### config.mk
export PLATFORM = sky130hd
export DESIGN_NAME = floppy_ctrl_status_handshake
export DESIGN_NICKNAME = d
export VERILOG_FILES = /design/src/design/fdc_pkg.sv /design/src/design/floppy_ctrl_status_handshake.sv /design/src/design/pin_sync.sv
export SDC_FILE = /design/constraint.sdc
export NUM_CORES = 1
export LEC_CHECK = 0
export BUFFER_PORTS_ARGS = -buffer_cell sky130_fd_sc_hd__clkbuf_2
export CAP_MARGIN = 10
export CORE_MARGIN = 10
export CORE_UTILIZATION = 45
export DETAILED_ROUTE_END_ITERATION = 10
export GPL_TIMING_DRIVEN = 0
export SLEW_MARGIN = 10
export SYNTH_ARGS = -nofsm -noshare
export SYNTH_HDL_FRONTEND = slang
export SYNTH_SLANG_ARGS = --single-unit
export TNS_END_PERCENT = 10
### constraint.sdc
create_clock -name clk_sys -period 11 [get_ports clk_sys]
set_input_delay 2.2 -clock clk_sys [delete_from_list [all_inputs] [get_ports clk_sys]]
set_output_delay 2.2 -clock clk_sys [all_outputs]
set_load 0.05 [all_outputs]
### src/design/fdc_pkg.sv
// Shared constants, field layouts and types for the floppy status block
package fdc_pkg;
	// Clock and timing
	localparam int CLK_MHZ = 10;
	localparam int FLAG_UPDATE_MAX_US = 12;
	localparam int FLAG_UPDATE_MAX_CYC = FLAG_UPDATE_MAX_US * CLK_MHZ;
	localparam int BYTE_TIME_US = 16;
	localparam logic [7:0] BYTE_TIME_CYC = 8'(BYTE_TIME_US * CLK_MHZ - 1);
	localparam int STEP_RATE_US = 3000;
	localparam int STEP_RATE_CYC = STEP_RATE_US * CLK_MHZ;
	localparam int STEP_PULSE_US = 8;
	localparam logic [15:0] STEP_PULSE_CYC = 16'(STEP_PULSE_US * CLK_MHZ);
	localparam logic [8:0] RECAL_MAX_STEPS = 9'h100;
	localparam logic [8:0] CRC_BYTES = 9'h002;
	localparam logic [14:0] SECTOR_BASE_BYTES = 15'h0080;

	// Handshake status register fields
	localparam int MSR_READY_BIT = 7;
	localparam int MSR_DIR_BIT = 6;
	localparam int MSR_EXEC_BIT = 5;
	localparam int MSR_BUSY_BIT = 4;
	localparam logic [7:0] MSR_RESET = 8'h80;

	// Result status 0 fields
	localparam int ST0_CODE_LSB = 6;
	localparam int ST0_SEEK_BIT = 5;
	localparam int ST0_FAULT_BIT = 4;
	localparam int ST0_NOTREADY_BIT = 3;
	localparam int ST0_HEAD_BIT = 2;
	localparam logic [1:0] CODE_NORMAL = 2'h0;
	localparam logic [1:0] CODE_ABNORMAL = 2'h1;
	localparam logic [1:0] CODE_INVALID = 2'h2;
	localparam logic [1:0] CODE_READY_CHANGED = 2'h3;
	localparam logic [7:0] ST0_INVALID = 8'h80;

	// Command opcodes (low five bits of the first byte) and lengths
	localparam logic [4:0] OP_SENSE_DRIVE = 5'h04;
	localparam logic [4:0] OP_WRITE = 5'h05;
	localparam logic [4:0] OP_READ = 5'h06;
	localparam logic [4:0] OP_RECAL = 5'h07;
	localparam logic [4:0] OP_SENSE_INT = 5'h08;
	localparam logic [4:0] OP_SEEK = 5'h0F;
	localparam logic [3:0] LEN_RW = 4'h9;
	localparam logic [3:0] LEN_SEEK = 4'h3;
	localparam logic [3:0] LEN_TWO = 4'h2;
	localparam logic [3:0] LEN_ONE = 4'h1;
	localparam logic [2:0] RES_RW = 3'h7;
	localparam logic [2:0] RES_SENSE_INT = 3'h2;
	localparam logic [2:0] RES_ONE = 3'h1;

	// Command byte positions for read and write
	localparam int CB_UNIT = 1;
	localparam int CB_CYL = 2;
	localparam int CB_HEAD = 3;
	localparam int CB_SECTOR = 4;
	localparam int CB_SIZE = 5;
	localparam int CB_LAST = 6;
	localparam int CB_GAP = 7;
	localparam int CB_DLEN = 8;

	typedef enum logic [1:0] {PH_CMD, PH_EXEC, PH_RESULT} phase_t;

	typedef struct packed {
		logic csN;
		logic rdN;
		logic wrN;
		logic a0;
		logic [7:0] data;
	} host_pins_t;

	typedef struct packed {
		logic ready;
		logic fault;
		logic trackZero;
		logic twoSided;
		logic writeProtect;
	} drive_in_t;

	localparam int PIN_W = $bits(host_pins_t) + $bits(drive_in_t);
	localparam logic [PIN_W-1:0] PIN_IDLE = {4'hE, 8'h00, 5'h00};
endpackage

### src/design/floppy_ctrl_status_handshake.sv
// Host handshake, command sequencing and result status of the floppy block
`timescale 1ns/10ps
`default_nettype none
module floppy_ctrl_status_handshake
	import fdc_pkg::*;
#(
	parameter int unsigned STEP_CYCLES = STEP_RATE_CYC
) (
	input wire logic clk_sys,
	input wire logic rstn,
	input wire logic csN,
	input wire logic rdN,
	input wire logic wrN,
	input wire logic a0,
	input wire logic [7:0] dataIn,
	output logic [7:0] dataOut,
	output logic dataOe,
	input wire logic driveReady,
	input wire logic driveFault,
	input wire logic trackZeroInput,
	input wire logic twoSided,
	input wire logic writeProtect,
	input wire logic [7:0] diskRdData,
	output logic [7:0] diskWrData,
	output logic diskWrStrobe,
	output logic headSelect,
	output logic [1:0] driveNumber,
	output logic oscSyncOutput,
	output logic stepPulse,
	output logic stepOutward
);
	// Byte count of one sector from size code and data length
	function automatic logic [14:0] sectorBytes(input logic [7:0] sizeCode,
			input logic [7:0] dataLen);
		logic [2:0] shift;
		shift = (sizeCode > 8'h07) ? 3'h7 : sizeCode[2:0];
		if (sizeCode == 8'h00)
			return {7'h00, dataLen};
		return 15'(SECTOR_BASE_BYTES << shift);
	endfunction

	// Number of bytes in a command, from its first byte
	function automatic logic [3:0] cmdLength(input logic [4:0] op);
		case (op)
			OP_READ, OP_WRITE: return LEN_RW;
			OP_SEEK: return LEN_SEEK;
			OP_RECAL, OP_SENSE_DRIVE: return LEN_TWO;
			default: return LEN_ONE;
		endcase
	endfunction

	logic [PIN_W-1:0] syncPins;
	host_pins_t hp;
	drive_in_t dv;

	// Every host bus and drive status pin passes two flops before any logic sees it; diskRdData is used directly
	pin_sync #(.W(PIN_W), .INIT(PIN_IDLE)) pinSync (
		.clk_sys(clk_sys),
		.rstn(rstn),
		.pinIn({csN, rdN, wrN, a0, dataIn, driveReady, driveFault,
			trackZeroInput, twoSided, writeProtect}),
		.pinOut(syncPins)
	);
	assign {hp, dv} = syncPins;

	logic rdLow, wrLow, rdPrev, wrPrev, a0Held, rdEnd, wrEnd;
	logic [7:0] wrByte;
	phase_t phase;
	logic xferReady, xferDir, waitHost, readyAtStart, byteTick;
	logic [3:0] cmdIdx;
	logic [7:0] cmdBuf [0:8];
	logic [7:0] resBuf [0:6];
	logic [2:0] resIdx, resLen;
	logic [14:0] byteCnt;
	logic [8:0] gapLeft;
	logic [7:0] sector, dataReg, byteTimer, host_handshake_status;
	logic seekStart, seekRecal, senseAck;
	logic [1:0] seekReqDrive;
	logic [7:0] seekReqTarget;
	logic seekActive, seekFailed, stepIsRecal, pendValid;
	logic [1:0] seekDrive;
	logic [7:0] seekTarget, pendSt0, pendTrack;
	logic [7:0] trackPos [0:3];
	logic [8:0] stepCount;
	logic [15:0] stepTimer;
	logic [3:0] driveBusy;
	logic [4:0] opcode;
	logic [1:0] unit;
	logic head, badSide, doneRw, doneFault, gapEnd, gapStart;
	logic [1:0] doneCode;

	assign rdLow = !hp.csN && !hp.rdN;
	assign wrLow = !hp.csN && !hp.wrN;
	assign rdEnd = rdPrev && !rdLow;
	assign wrEnd = wrPrev && !wrLow;
	assign opcode = cmdBuf[0][4:0];
	assign unit = cmdBuf[CB_UNIT][1:0];
	assign head = cmdBuf[CB_UNIT][2];
	assign badSide = head && !dv.twoSided;
	assign gapEnd = (gapLeft == 9'h001) && byteTick;
	// Last host byte of a sector opens the CRC and gap stretch
	assign gapStart = (phase == PH_EXEC) && !doneRw && (gapLeft == 9'h000) &&
		waitHost && (rdEnd || wrEnd) && a0Held && (byteCnt == 15'h0001);

	// Strobe trailing edges; address and write data held from the strobe
	always_ff @(posedge clk_sys or negedge rstn) begin
		if (!rstn) begin
			rdPrev <= 1'b0;
			wrPrev <= 1'b0;
			a0Held <= 1'b0;
			wrByte <= 8'h00;
		end else begin
			rdPrev <= rdLow;
			wrPrev <= wrLow;
			if (rdLow || wrLow)
				a0Held <= hp.a0;
			if (wrLow)
				wrByte <= hp.data;
		end
	end

	// Busy flag per drive while its head is moving
	always_comb begin
		driveBusy = 4'h0;
		if (seekActive)
			driveBusy[seekDrive] = 1'b1;
	end

	// Handshake status image, refreshed every cycle
	always_ff @(posedge clk_sys or negedge rstn) begin
		if (!rstn) begin
			host_handshake_status <= MSR_RESET;
		end else begin
			host_handshake_status[MSR_READY_BIT] <= xferReady;
			host_handshake_status[MSR_DIR_BIT] <= xferDir;
			host_handshake_status[MSR_EXEC_BIT] <= (phase == PH_EXEC);
			host_handshake_status[MSR_BUSY_BIT] <= (phase != PH_CMD) || (cmdIdx != 4'h0);
			host_handshake_status[3:0] <= driveBusy;
		end
	end

	// Read data path; drives the bus one cycle behind the synced read strobe, for as long as it stays low
	always_ff @(posedge clk_sys or negedge rstn) begin
		if (!rstn) begin
			dataOut <= 8'h00;
			dataOe <= 1'b0;
		end else begin
			dataOe <= rdLow;
			if (!hp.a0)
				dataOut <= host_handshake_status;
			else if (phase == PH_RESULT)
				dataOut <= resBuf[resIdx];
			else
				dataOut <= dataReg;
		end
	end

	// Byte-time enable for disk data and gap timing
	always_ff @(posedge clk_sys or negedge rstn) begin
		if (!rstn) begin
			byteTimer <= BYTE_TIME_CYC;
			byteTick <= 1'b0;
		end else begin
			byteTick <= (phase == PH_EXEC) && (byteTimer == 8'h00) &&
				!gapStart;
			// Realigned at gap start so no gap byte is a partial one
			if (phase != PH_EXEC || byteTimer == 8'h00 || gapStart)
				byteTimer <= BYTE_TIME_CYC;
			else
				byteTimer <= byteTimer - 8'h01;
		end
	end

	// End of a read or write and how it ended
	always_comb begin
		doneRw = 1'b0;
		doneCode = CODE_NORMAL;
		doneFault = 1'b0;
		if (phase == PH_EXEC) begin
			if (dv.fault) begin
				doneRw = 1'b1;
				doneCode = CODE_ABNORMAL;
				doneFault = 1'b1;
			end else if (dv.ready != readyAtStart) begin
				doneRw = 1'b1;
				doneCode = CODE_READY_CHANGED;
			end else if (gapEnd && sector == cmdBuf[CB_LAST]) begin
				doneRw = 1'b1;
			end
		end
	end

	// Command, execution and result sequencing
	always_ff @(posedge clk_sys or negedge rstn) begin
		if (!rstn) begin
			phase <= PH_CMD;
			xferReady <= 1'b1;
			xferDir <= 1'b0;
			waitHost <= 1'b0;
			readyAtStart <= 1'b0;
			cmdIdx <= 4'h0;
			for (int i = 0; i < 9; i++)
				cmdBuf[i] <= 8'h00;
			for (int i = 0; i < 7; i++)
				resBuf[i] <= 8'h00;
			resIdx <= 3'h0;
			resLen <= 3'h0;
			byteCnt <= 15'h0000;
			gapLeft <= 9'h000;
			oscSyncOutput <= 1'b1;
			sector <= 8'h00;
			dataReg <= 8'h00;
			diskWrData <= 8'h00;
			diskWrStrobe <= 1'b0;
			seekStart <= 1'b0;
			seekRecal <= 1'b0;
			seekReqDrive <= 2'h0;
			seekReqTarget <= 8'h00;
			senseAck <= 1'b0;
		end else begin
			diskWrStrobe <= 1'b0;
			seekStart <= 1'b0;
			senseAck <= 1'b0;
			case (phase)
				PH_CMD: begin
					// Ready drops for one cycle after each byte is taken and returns the cycle after that, except the last byte of a read or write
					xferReady <= !(wrEnd && a0Held);
					xferDir <= 1'b0;
					if (wrEnd && a0Held && xferReady) begin
						cmdBuf[cmdIdx] <= wrByte;
						if ((cmdIdx == 4'h0 &&
								cmdLength(wrByte[4:0]) == LEN_ONE) ||
								(cmdIdx != 4'h0 &&
								cmdIdx + 4'h1 == cmdLength(opcode))) begin
							cmdIdx <= 4'h0;
							xferReady <= 1'b0;
							// Last byte in hand: act on the whole command
							case (cmdIdx == 4'h0 ? wrByte[4:0] : opcode)
								OP_READ, OP_WRITE: begin
									if (driveBusy[unit]) begin
										resBuf[0] <= {CODE_ABNORMAL, 3'h0, head,
											unit};
										resLen <= RES_ONE;
										phase <= PH_RESULT;
									end else if (!dv.ready || badSide) begin
										resBuf[0] <= {CODE_ABNORMAL, 2'h0, 1'b1,
											head, unit};
										resLen <= RES_ONE;
										phase <= PH_RESULT;
									end else begin
										phase <= PH_EXEC;
										readyAtStart <= dv.ready;
										sector <= cmdBuf[CB_SECTOR];
										byteCnt <= sectorBytes(cmdBuf[CB_SIZE],
											wrByte);
										waitHost <= 1'b0;
									end
								end
								OP_SEEK, OP_RECAL: begin
									seekStart <= 1'b1;
									seekRecal <= (opcode == OP_RECAL);
									seekReqDrive <= (opcode == OP_RECAL) ?
										wrByte[1:0] : unit;
									seekReqTarget <= (opcode == OP_RECAL) ?
										8'h00 : wrByte;
								end
								OP_SENSE_DRIVE: begin
									resBuf[0] <= {dv.fault, dv.writeProtect,
										dv.ready, dv.trackZero, dv.twoSided,
										wrByte[2:0]};
									resLen <= RES_ONE;
									phase <= PH_RESULT;
								end
								OP_SENSE_INT: begin
									resBuf[0] <= pendValid ? pendSt0 :
										ST0_INVALID;
									resBuf[1] <= pendTrack;
									resLen <= pendValid ? RES_SENSE_INT :
										RES_ONE;
									senseAck <= pendValid;
									phase <= PH_RESULT;
								end
								default: begin
									resBuf[0] <= ST0_INVALID;
									resLen <= RES_ONE;
									phase <= PH_RESULT;
								end
							endcase
						end else begin
							cmdIdx <= cmdIdx + 4'h1;
						end
					end
				end
				PH_EXEC: begin
					xferDir <= (opcode == OP_READ);
					if (doneRw) begin
						// Results: code, flags, head and drive, then address
						resBuf[0] <= {doneCode, 1'b0, doneFault, 1'b0, head,
							unit};
						resBuf[1] <= 8'h00;
						resBuf[2] <= 8'h00;
						resBuf[3] <= cmdBuf[CB_CYL];
						resBuf[4] <= cmdBuf[CB_HEAD];
						resBuf[5] <= sector;
						resBuf[6] <= cmdBuf[CB_SIZE];
						resLen <= RES_RW;
						gapLeft <= 9'h000;
						oscSyncOutput <= 1'b1;
						xferReady <= 1'b0;
						waitHost <= 1'b0;
						phase <= PH_RESULT;
					end else if (gapLeft != 9'h000) begin
						if (byteTick)
							gapLeft <= gapLeft - 9'h001;
						if (gapEnd) begin
							oscSyncOutput <= 1'b1;
							sector <= sector + 8'h01;
							byteCnt <= sectorBytes(cmdBuf[CB_SIZE],
								cmdBuf[CB_DLEN]);
						end
					end else if (waitHost) begin
						if ((rdEnd || wrEnd) && a0Held) begin
							xferReady <= 1'b0;
							waitHost <= 1'b0;
							byteCnt <= byteCnt - 15'h0001;
							if (wrEnd) begin
								diskWrData <= wrByte;
								diskWrStrobe <= 1'b1;
							end
							// Sector done: CRC bytes then the gap, sync low
							if (byteCnt == 15'h0001) begin
								gapLeft <= CRC_BYTES + {1'b0,
									cmdBuf[CB_GAP]};
								oscSyncOutput <= 1'b0;
							end
						end
					end else if (byteTick) begin
						// Without DMA each byte is paced by the host
						if (opcode == OP_READ)
							dataReg <= diskRdData;
						xferReady <= 1'b1;
						waitHost <= 1'b1;
					end
				end
				PH_RESULT: begin
					xferDir <= 1'b1;
					xferReady <= !(rdEnd && a0Held);
					if (rdEnd && a0Held && xferReady) begin
						if (resIdx + 3'h1 >= resLen) begin
							resIdx <= 3'h0;
							xferDir <= 1'b0;
							phase <= PH_CMD;
						end else begin
							resIdx <= resIdx + 3'h1;
						end
					end
				end
				default: begin
					phase <= PH_CMD;
				end
			endcase
		end
	end

	// Head positioning runs in the background; drive select stays on the moving drive and a second seek is ignored
	always_ff @(posedge clk_sys or negedge rstn) begin
		if (!rstn) begin
			seekActive <= 1'b0;
			stepIsRecal <= 1'b0;
			seekDrive <= 2'h0;
			seekTarget <= 8'h00;
			seekFailed <= 1'b0;
			stepCount <= 9'h000;
			stepTimer <= 16'h0000;
			stepPulse <= 1'b0;
			stepOutward <= 1'b0;
			pendValid <= 1'b0;
			pendSt0 <= 8'h00;
			pendTrack <= 8'h00;
			for (int i = 0; i < 4; i++)
				trackPos[i] <= 8'h00;
		end else begin
			if (senseAck)
				pendValid <= 1'b0;
			if (seekStart && !seekActive) begin
				seekActive <= 1'b1;
				stepIsRecal <= seekRecal;
				seekDrive <= seekReqDrive;
				seekTarget <= seekReqTarget;
				stepCount <= 9'h000;
				stepTimer <= 16'h0000;
			end else if (seekActive) begin
				stepPulse <= (stepTimer > 16'(STEP_CYCLES) - STEP_PULSE_CYC);
				if (stepTimer != 16'h0000) begin
					stepTimer <= stepTimer - 16'h0001;
				end else if ((stepIsRecal && (dv.trackZero ||
						stepCount == RECAL_MAX_STEPS)) ||
						(!stepIsRecal && trackPos[seekDrive] == seekTarget)) begin
					// Finishing wins over a same-cycle sense acknowledge
					seekFailed <= stepIsRecal && !dv.trackZero;
					seekActive <= 1'b0;
					pendValid <= 1'b1;
					pendSt0 <= {(stepIsRecal && !dv.trackZero) ?
						CODE_ABNORMAL : CODE_NORMAL, 1'b1,
						stepIsRecal && !dv.trackZero,
						2'h0, seekDrive};
					pendTrack <= (stepIsRecal && dv.trackZero) ? 8'h00 :
						trackPos[seekDrive];
					if (stepIsRecal && dv.trackZero)
						trackPos[seekDrive] <= 8'h00;
				end else begin
					stepTimer <= 16'(STEP_CYCLES);
					stepCount <= stepCount + 9'h001;
					stepOutward <= stepIsRecal ||
						(seekTarget < trackPos[seekDrive]);
					if (!stepIsRecal && seekTarget < trackPos[seekDrive])
						trackPos[seekDrive] <= trackPos[seekDrive] - 8'h01;
					else if (!stepIsRecal)
						trackPos[seekDrive] <= trackPos[seekDrive] + 8'h01;
				end
			end else begin
				stepPulse <= 1'b0;
			end
		end
	end

	// Drive and head select follow the moving drive, else the command
	always_ff @(posedge clk_sys or negedge rstn) begin
		if (!rstn) begin
			headSelect <= 1'b0;
			driveNumber <= 2'h0;
		end else if (seekActive) begin
			headSelect <= 1'b0;
			driveNumber <= seekDrive;
		end else begin
			headSelect <= head;
			driveNumber <= unit;
		end
	end
endmodule
`default_nettype wire

### src/design/pin_sync.sv
// Two-flop synchroniser for a group of asynchronous pins
`timescale 1ns/10ps
`default_nettype none
module pin_sync #(
	parameter int W = 1,
	parameter logic [W-1:0] INIT = '0
) (
	input wire logic clk_sys,
	input wire logic rstn,
	input wire logic [W-1:0] pinIn,
	output var logic [W-1:0] pinOut
);
	logic [W-1:0] stage1;

	// First stage feeds only the second stage
	always_ff @(posedge clk_sys or negedge rstn) begin
		if (!rstn) begin
			stage1 <= INIT;
			pinOut <= INIT;
		end else begin
			stage1 <= pinIn;
			pinOut <= stage1;
		end
	end
endmodule
`default_nettype wire
== Word-level counts from Yosys, hierarchy flattened ==
Cells that the tools add are included.
Storage, ports and cells
  register bits after elaboration: 358
  input bits: 27
  output and inout port bits: 24
  word-level logic and storage cells: 425
Cells by class
  add/sub/neg operators: 11
  magnitude comparators: 12
  equality and inequality tests: 54
  shift operators: 1
  mux-type cells: 175
  bitwise logic cells: 13
  reduce and logical (&&, ||, !) cells: 97
Operators with widths (count)
  $mux 15: 14
  $mux 8: 23
  $mux 32: 4
  $mux 16: 6
  $mux 9: 10
  $bwmux 72: 1
  $mux 1: 69
  $bwmux 32: 2
  $eq 5x3->1 const B: 12
  $mux 56: 1
  $and 32x32->32: 1
  $demux 8 s4: 1
  $not 32->32: 1
  $pmux 16 s2: 1
  $pmux 8 s4: 1
  $logic_and 1x1->1: 31
  $pmux 15 s2: 1
  $reduce_and 6->1: 5
  $bmux 8 s3: 1
  $mux 2: 12
  $mux 4: 6
  $pmux 4 s3: 2
  $mux 3: 7
  $eq 5x4->1 const B: 4
  other kinds (72): 147

== Longest topological paths before layout ==
Gate-level depths: netlist of the first run.
  depth after elaboration: 21
  gate-level depth with buffers: 14
  gate-level depth less buffers: 11

== Cells and area by module ==
A second synthesis of the first run with hierarchy kept.
Unflattened totals
  cell total of the unflattened synthesis: 1593
  area, all modules: 16557.1 um2
Modules (own cells, without submodules)
  floppy_ctrl_status_handshake: times used 1, cells each 1559, area each 15698.8 um2, sequential area each 7868.8 um2
  pin_sync: times used 1, cells each 34, area each 858.3 um2, sequential area each 858.3 um2

== Worst setup path after synthesis of the first run ==
OpenSTA, ideal clock, no wires.
  path kind: reg-to-reg
  start point: register seekDrive[0]
  end point: register trackPos[15] in the netlist's numbering
  library setup time: 0.121 ns
  arrival: 3.401 ns
  required time: 10.879 ns
  slack: 7.478 ns
  cell stages (with the launch flop): 13
  path buffers: 2
  period minus slack after synthesis: 3.522 ns
  cells stage by stage: dfrtp_1 buf_2 buf_1 mux4_2 inv_1 ha_1 nand3_1 o21bai_1 a2111oi_2 nor2_1 a32o_1 xnor2_1 a22o_1
On the way
  cells in the longest elaborated chain, start to end: 9
  elaborated cells on any way between the ends: 27
  those cells by class: add/sub: 2; order compare: 3; eq/ne: 3; mux: 11; bitwise: 3; reduce/logical: 5
RTL lines
  start: declaration: RTL line floppy_ctrl_status_handshake.sv:81  | logic [1:0] seekDrive;
  start signal: assignment: RTL line floppy_ctrl_status_handshake.sv:388  | seekDrive <= seekReqDrive;
  $not 2->3 (implied by the code) *
  $bmux 8 s2, or another cell as far along
  $mux 8 (implied by the code) or $logic_and 1x1->1 (tied branches)
  $mux 8 (on tied branches)
  $add 8x1->8, or another cell as far along: RTL line floppy_ctrl_status_handshake.sv:419  | trackPos[seekDrive] <= trackPos[seekDrive] + 8'h01;
  $bwmux 32, or another cell as far along: RTL line floppy_ctrl_status_handshake.sv:419
  $mux 32, or another cell as far along: RTL line floppy_ctrl_status_handshake.sv:418  | else if (!stepIsRecal)
  $mux 32, or another cell as far along: RTL line floppy_ctrl_status_handshake.sv:416  | if (!stepIsRecal && seekTarget < trackPos[seekDrive])
  $mux 32 or $reduce_and 5->1 (tied branches)
  end signal: indexed assignment: RTL line floppy_ctrl_status_handshake.sv:417  | trackPos[seekDrive] <= trackPos[seekDrive] - 8'h01;
  end signal: indexed assignment: RTL line floppy_ctrl_status_handshake.sv:419
  end: declaration: RTL line floppy_ctrl_status_handshake.sv:83  | logic [7:0] trackPos [0:3];
Every way passes the cells marked *; elsewhere a longest branch is shown, timed or not. The select of a mux whose other input is x is not followed.
A chain may end at the register's enable or synchronous reset.

== Final worst setup path of the first run ==
  start point: register seekDrive[0]
  end point: register trackPos[31] in the netlist's numbering
Same word-level chain as after synthesis.

==> impl_results.md, run 1 <==
- PD cells: 213.2 nW/um2
- GRT Total Usage: 19.20%
- Max-slew violations: 0
- Final setup fails: 0
- Ratio of cells with drive above 1 in the final layout: 18.29%
- Setup TNS: 0 ns
- Combinational Power Share: 27.8%
- Iteration-0 DRC Markers: 942
- Post-synth EDFFs: 0
- Clock-pin slew on the worst setup and hold paths: 0.06 ns
- #FFs+latches synth: 348
- Starting Density: 45.87%
- Biggest area consumer among synthesized cells: dfrtp_1
- Full die area: 44570 um2
- Max Cap Viol: 0
- Detailed Place HPWL: 30.04 mm
- FMAX: 223.4 MHz
- Initial antenna violation count: 0
- DP Area: 17360 um2
- Clk pwr share: 32.6%
- Internal Power: 2.593 mW
- Reg power frac: 39.6%
- Synth unique cells: 85
- Worst slew margin: 29.15%
- Sw frac: 34.68%
- Synth top area share: 50.70%
- Peak VDD IR: 0.1603 mV
- Post-CTS Resized: 0
- CTS Buf Count: 39
- CORE AREA: 35830 um2
- Non-Filler Instances: 2112
- P_sw: 1.377 mW
- Worst-path maximum fanout: 10
- Row Count: 69
- Clock latency on the worst-skew pair: 0.56 ns
- Clk root buf: clkbuf_16
- Cells after synthesis: 1529
- Routed vias/inst: 5.664
- Lkg Pwr: 8.635 nW
- Dominant synthesized flop cell: dfrtp_1
- Fraction of registers with async set/reset: 100.0%
- ANT cells: 0
- Endpoints failing hold: 0
- Mapped Area: 16440 um2
- Top-Level Pins: 51
- Placed insts: 2043
- Type of origin of the critical path: flop
- Cts hold-fix bufs: 0
- CTS tree: yes
- Global-route wire length before repair: 68.30 mm
- Setup Skew: 0.01950 ns
- Total Wirelength: 42.30 mm
- DR WL/cell: 20.03 um
- CP Data Arrival Time: 4.98 ns
- Routability cong.: 0.8743
- Vias in the first global route: 12.12k
- Min-delay worst type: flop to flop
- Synthesized area per cell: 10.75 um2
- Drt pass-1 iters: 5
- Slew @ Worst Pin: 1.063 ns
- H-tree Lvls: 2
- Status: finished clean
- Syn_nets: 1590
- Fin nets: 1684
- Crit end category: flop
- Overall power: 3.970 mW
- Final Cell Area: 18620 um2
- Total gr overflow: 0
- RSZ-0062 raised after global routing: false
- Register area share after synthesis: 53.10%
- Final ANT Viol Nets: 0
- DRC viols: 0
- Worst Path Required: 11.50 ns
- Die Y-Extent: 211.1 um
- Die X: 211.1 um
- Post-synthesis to final-layout area growth: 13.31%
- Postcts setup bufs: 0
- Tcrit/Tclk final: 40.69%
- Pin count of the biggest net entering global routing: 105
- Post-route minimum period: 4.476 ns
- Sink Count: 348
- Via count: 11.96k
- Critical setup path kind: flop to flop
- Synth Warn #: 0
- Top area cells in the synthesized netlist: dfrtp_1 (51%), mux2_2 (9.4%), nand2_1 (4.6%)
- PortBufs: 50
- Max Buffers Root-to-Sink: 3
layout make-up:
cell class / count / area [um2]
Clock inverter: 10 / 123.9
Timing Repair Buffer: 53 / 341.6
Multi-Input combinational cell: 1055 / 7208
Inverter: 54 / 202.7
Buffer: 72 / 300.3
Tap cell: 461 / 576.8
Sequential cell: 348 / 8727
Clock buffer: 59 / 1142
Fill cell: 3198 / 17210
cell families after synthesis:
group | count (synthesis) | synth area share [%]
muxes | 176 | 12.40
AOI/OAI and AO/OA | 334 | 12.96
xor gates and xnor gates | 46 | 2.451
and+or+nand+nor | 465 | 13.44
adders and majority gates | 34 | 2.588
DFF | 348 | 53.10
buffers and inverters | 126 | 3.060
cells in the final DEF, fill, tap and decap left out, types with 15 or more instances in the layout:
cell type	Yosys	final
clkbuf_2	0	49
nor4_1	16	16
nand2b_1	18	18
o21ai_0	139	139
nor2_1	88	87
nand3_1	32	32
and3_1	16	16
mux2i_1	30	30
dfstp_2	15	15
xor2_1	25	25
a21oi_1	58	58
a22o_1	21	21
dfrtp_1	333	333
xnor2_1	21	21
nor3_1	28	28
mux2_2	137	137
nand2_1	200	200
inv_1	51	51
ha_1	34	34
clkbuf_1	59	71
clkbuf_16	0	40
power groups by stage:
stage,Sequential (mW),Clock [mW],Combinational [mW]
after CTS,1.57,1.32,1.10
after floorplan,1.59,0,0.755
final,1.57,1.29,1.10
after global routing,1.59,1.37,1.23
after global placement,1.59,0,1.07
after detailed placement,1.59,0,1.09
cells in the mapped netlist, types with 18 or more instances:
library cell and number:
a21oi_1 58, nand2_1 200, a22o_1 21, xor2_1 25, clkbuf_1 59, nor2_1 88, inv_1 51, nor3_1 28
mux2_2 137, nand3_1 32, xnor2_1 21, nand2b_1 18, dfrtp_1 333, o21ai_0 139, ha_1 34, mux2i_1 30
path summary, 6_finish.rpt:
check                                            start                     endpoint  slack, ns  depth (start not counted)
max in group asynchronous                         rstn  pinSync.stage1[9]$_DFF_PN0_       8.06                          3
min reg2reg                pinSync.stage1[1]$_DFF_PN0_  pinSync.pinOut[1]$_DFF_PN0_       0.35                          0
max reg2reg                   seekDrive[0]$_DFFE_PN0P_     trackPos[31]$_DFFE_PN0P_       6.52                         12
min                        pinSync.stage1[1]$_DFF_PN0_  pinSync.pinOut[1]$_DFF_PN0_       0.35                          0
min in group asynchronous                         rstn         dataOut[5]$_DFF_PN0_       1.59                          1
max                           seekDrive[0]$_DFFE_PN0P_     trackPos[31]$_DFFE_PN0P_       6.52                         12
worst max-delay path: stages, from the launching register on:
cell and delay [ns]:
dfrtp_1 0.32, buf_2 0.29, buf_1 0.62, mux4_2 0.65, inv_1 0.14, ha_1 0.28, nand2_1 0.13, a211oi_1 0.08
a2111oi_2 0.87, nor2_1 0.16, a32o_1 0.30, xnor2_1 0.38, a22o_1 0.19
metrics by stage:
step                util, %  setup WS [ns]  hold slack (ns)
CTS                   51.98          6.502           0.3426
finish                51.98          6.524           0.3461
detailed placement    48.44          6.523           0.3347
global route          51.98          6.108           0.3497
global placement      48.18         0.1211           0.3327
floorplan                 -          7.478           0.3312
routing by layer:
| metal | routed length, um | global-route usage [%] |
|---|---|---|
| met4 | 965 | 6.269 |
| met5 | 0 | 0 |
| met3 | 1804 | 2.611 |
| met1 | 18810 | 25.03 |
| met2 | 20730 | 32.35 |
flip-flops by register name (all words and copies together) (netlist names), 3 cells and up:
signal	count
gapLeft	9
pendTrack	8
dataOut	8
cmdIdx	4
stepCount	9
diskWrData	8
byteCnt	15
wrByte	8
host_handshake_status	8
resBuf	48
pinSync.pinOut	17
stepTimer	16
byteTimer	8
dataReg	8
pendSt0	4
trackPos	32
resLen	3
seekReqTarget	8
sector	8
resIdx	3
pinSync.stage1	17
cmdBuf	64
seekTarget	8
(Power assumes the default switching activity.)
==> run 2: changes to the inputs <==
ABC_AREA = 1   (was default)
clock period = 3.6 ns   (was 11 ns; I/O delays follow)
==> run 2 against run 1 <==
Against the previous run:
- clock power rose to 3.3 times the previous value
- area after synthesis up 3.0%
- clock skew grew 0.0052 ns
- combinational power grew to 2.7 times the previous value
- worst hold slack worse by 0.20 ns
- synthesized cell count is 36% higher
- flip-flop and latch count stayed put
- register-to-register slack worse by 6.3 ns
- non-clock buffer count down 9
- first-iteration DRC count rose by 33%
- power rose to 3.0 times the previous value
- critical path type unchanged
==> impl_results.md, run 2 <==
- Worst slew margin: 21.56% (-7.6 points)
- PD cells: 609.0 nW/um2 (+190%)
- Dominant synthesized flop cell: dfrtp_1
- Final WS setup: 0.2730 ns (-6.251 ns)
- Most common cell in the synthesized netlist: nand2_1
- Max reg flops: 64 (unchanged)
- ANT cells: 0 (unchanged)
- Max Cap Viol: 0 (unchanged)
- Total gr overflow: 0 (unchanged)
- CTS Buf Count: 40 (+2.6%)
- CORE AREA: 36870 um2 (+2.9%)
- Row Count: 70 (+1.4%)
- Most frequent cells in the layout: nand2_1 (696), dfrtp_1 (333), o21ai_0 (174)
- Full die area: 45790 um2 (+2.8%)
- Via count: 14.09k (+18%)
- Post-synth EDFFs: 0 (unchanged)
- Min-delay worst type: primary input to async pin
- R2r endpoint: pendTrack[3]$_DFFE_PN0P_
- H-tree Lvls: 2 (unchanged)
- Post-route minimum period: 3.327 ns (-1.149 ns)
- Die Y-Extent: 214.0 um (+1.4%)
- Clock latency on the worst-skew pair: 0.56 ns (about the same)
- Vias in the first global route: 13.79k (+14%)
- Mapped Area: 16930 um2 (+3.0%)
- Setup Skew: 0.02472 ns (+0.005217 ns)
- Final core utilization: 52.48% (+0.50 points)
- Routed vias/inst: 5.207 (-8.1%)
- GRT Total Usage: 19.76% (+0.56 points)
- PortBufs: 50 (unchanged)
- Setup TNS: 0 ns (unchanged)
- Worst-path maximum fanout: 10 (unchanged)
- Tcrit/Tclk final: 92.42% (+52 points)
- Setup slack, reg-to-reg: 0.27 ns (-6.25 ns)
- Critical setup path kind: flop to flop
- Post-synthesis to final-layout area growth: 14.27%
- Status: finished clean
- Starting Density: 45.93% (+0.054 points)
- Hold Slack: 0.1435 ns (-0.2026 ns)
- Die X: 214.0 um (+1.4%)
- Global-route wire length before repair: 74.01 mm (+8.4%)
- Filler Cell Count: 3528 (+10%)
- Max Buffers Root-to-Sink: 3 (unchanged)
- FMAX: 300.6 MHz (+35%)
- Register area share after synthesis: 51.53% (-1.6 points)
- Final ANT Viol Nets: 0 (unchanged)
- Type of origin of the critical path: flop
- Worst slack, placed: -0.1820 ns (-6.705 ns)
- Synth Warn #: 0 (unchanged)
- Worst Path Required: 4.03 ns (-7.47 ns)
- RR Startpoint: seekDrive[0]$_DFFE_PN0P_
- Pin count of the biggest net entering global routing: 107 (+1.9%)
- Detailed Place HPWL: 32.00 mm (+6.5%)
- Lkg Pwr: 9.711 nW (+12%)
- Worst Reg2Reg Path Length in Cells: 18 (+6)
- Synthesized area per cell: 8.165 um2 (-24%)
- #FFs+latches synth: 348 (unchanged)
- Top area cells in the synthesized netlist: dfrtp_1 (49%), nand2_1 (15%), o21ai_0 (5.1%)
- Syn_nets: 2135 (+34%)
- Endpoints failing hold: 0 (unchanged)
- Crit end category: flop
- Top-Level Pins: 51 (unchanged)
- Drt pass-1 iters: 7 (+2)
- RSZ-0062 raised after global routing: false
- Iteration-0 DRC Markers: 1249 (+33%)
- Clock-pin slew on the worst setup and hold paths: 0.06 ns (about the same)
- Fraction of registers with async set/reset: 100.0% (unchanged)
- CTS tree: yes
- Reg with most FFs: cmdBuf
- Max-slew violations: 0 (unchanged)
- Routability cong.: 0.9068 (+3.7%)
- Ratio of cells with drive above 1 in the final layout: 10.68% (-7.6 points)
- DRC viols: 0 (unchanged)
- Cells after synthesis: 2074 (+36%)
- DR WL/cell: 16.86 um (-16%)
- Biggest area consumer among synthesized cells: dfrtp_1
- Final setup fails: 0 (unchanged)
- Synth top area share: 49.21% (-1.5 points)
- Total Wirelength: 45.61 mm (+7.8%)
- Sink Count: 348 (unchanged)
- Clk root buf: clkbuf_16
- Largest registers: cmdBuf (64), resBuf (48), trackPos (32)
- Fin nets: 2230 (+32%)
- Synth unique cells: 47 (-45%)
- CP Data Arrival Time: 3.76 ns (-1.22 ns)
- Top post-synthesis cells by count: nand2_1 (697), dfrtp_1 (333), o21ai_0 (174), nor2_1 (159), inv_1 (147)
- Peak VDD IR: 0.4043 mV (+150%)
- Initial antenna violation count: 1 (+1)
- Slew @ Worst Pin: 1.177 ns (+0.1140 ns)
- Most common cell after layout, fill and taps aside: nand2_1
- Postcts setup bufs: 0 (unchanged)
## run 2: cell count changes after synthesis, moves of 25 or more
cell     delta
o21ai_0    +35
o21ai_1    +39
inv_1      +96
nand2_1   +497
mux2_2    -137
mux2i_1    -25
nand3_1    +97
nor2_1     +71
## run 2: metrics by stage
step | total power [mW] | cells | cell area (um2)
2_1_floorplan | 6.697 | 2074 | 16940
3_3_place_gp | 7.495 | 2628 | 17820
3_5_place_dp | 7.554 | 2631 | 17910
4_1_cts | 11.86 | 2705 | 19310
5_1_grt | 12.49 | 2705 | 19350
6_report | 11.78 | 2705 | 19350
## run 2: worst max path at each step
stage	slack, ns	endpoint	cells past startpoint	startpoint
after global routing	0.003	pendTrack[5]$_DFFE_PN0P_	18	seekDrive[0]$_DFFE_PN0P_
after global placement	-5.84	trackPos[11]$_DFFE_PN0P_	1	rstn
after CTS	0.1	stepCount[3]$_DFFE_PN0P_	17	seekDrive[0]$_DFFE_PN0P_
after floorplan	0.92	stepTimer[7]$_DFFE_PN0P_	17	seekDrive[1]$_DFFE_PN0P_
final	0.27	pendTrack[3]$_DFFE_PN0P_	18	seekDrive[0]$_DFFE_PN0P_
after detailed placement	-0.18	pendTrack[3]$_DFFE_PN0P_	18	seekDrive[0]$_DFFE_PN0P_
## run 2: area by class of cell
class                      instances  area [um2]  area share (%)
clock buffer                      54        1166           6.026
sequential                       348        8727           45.10
clock inverter                    20       226.5           1.170
buffer                            63       300.3           1.552
inverter                         166       623.1           3.220
timing repair buffer              53       341.6           1.765
multi-input combinational       1497        7336           37.91
tap                              504       630.6           3.259
## run 2: power breakdown
group	switching [mW]	internal [mW]	leakage, nW
logic	2.06	0.918	4.34
registers	0.302	4.24	4.68
clock network	1.69	2.57	0.691
## run 2: routing by layer
layer / track usage, % / up-vias / part of all wire [%]
li1: - / 6937 / -
met3: 2.874 / 93 / 4.7
met4: 7.712 / 0 / 3.5
met5: 0 / - / 0
met1: 26.68 / 6722 / 46
met2: 31.44 / 334 / 46
## run 2: cell families after synthesis
group | count (synthesis) | share of synthesized area [%]
xor+xnor | 47 | 2.431
buf+inv | 229 | 5.423
flops | 348 | 51.53
mux | 5 | 0.2955
fa+ha+maj | 34 | 2.512
compound gates | 340 | 11.41
simple gates | 1071 | 26.40
## run 2: timing repair
item,in CTS,in global routing
hold buffers,0,0
pin swaps,0,0
resized for setup,3,17
setup endpoints to repair,36,68
## run 2: worst max-delay path, stage by stage (launching register included)
cell and delay, ns:
dfrtp_1 0.32, buf_2 0.23, inv_2 0.08, nor2_4 0.26
a22o_1 0.18, a21oi_1 0.04, nand2_1 0.10, inv_1 0.09
ha_1 0.30, nand2_1 0.07, nor2_1 0.16, nand2_1 0.09
o21ai_2 0.23, nand2_4 0.17, inv_2 0.19, nand3_1 0.21
clkbuf_1 0.28, nand2_1 0.12, o31ai_1 0.07
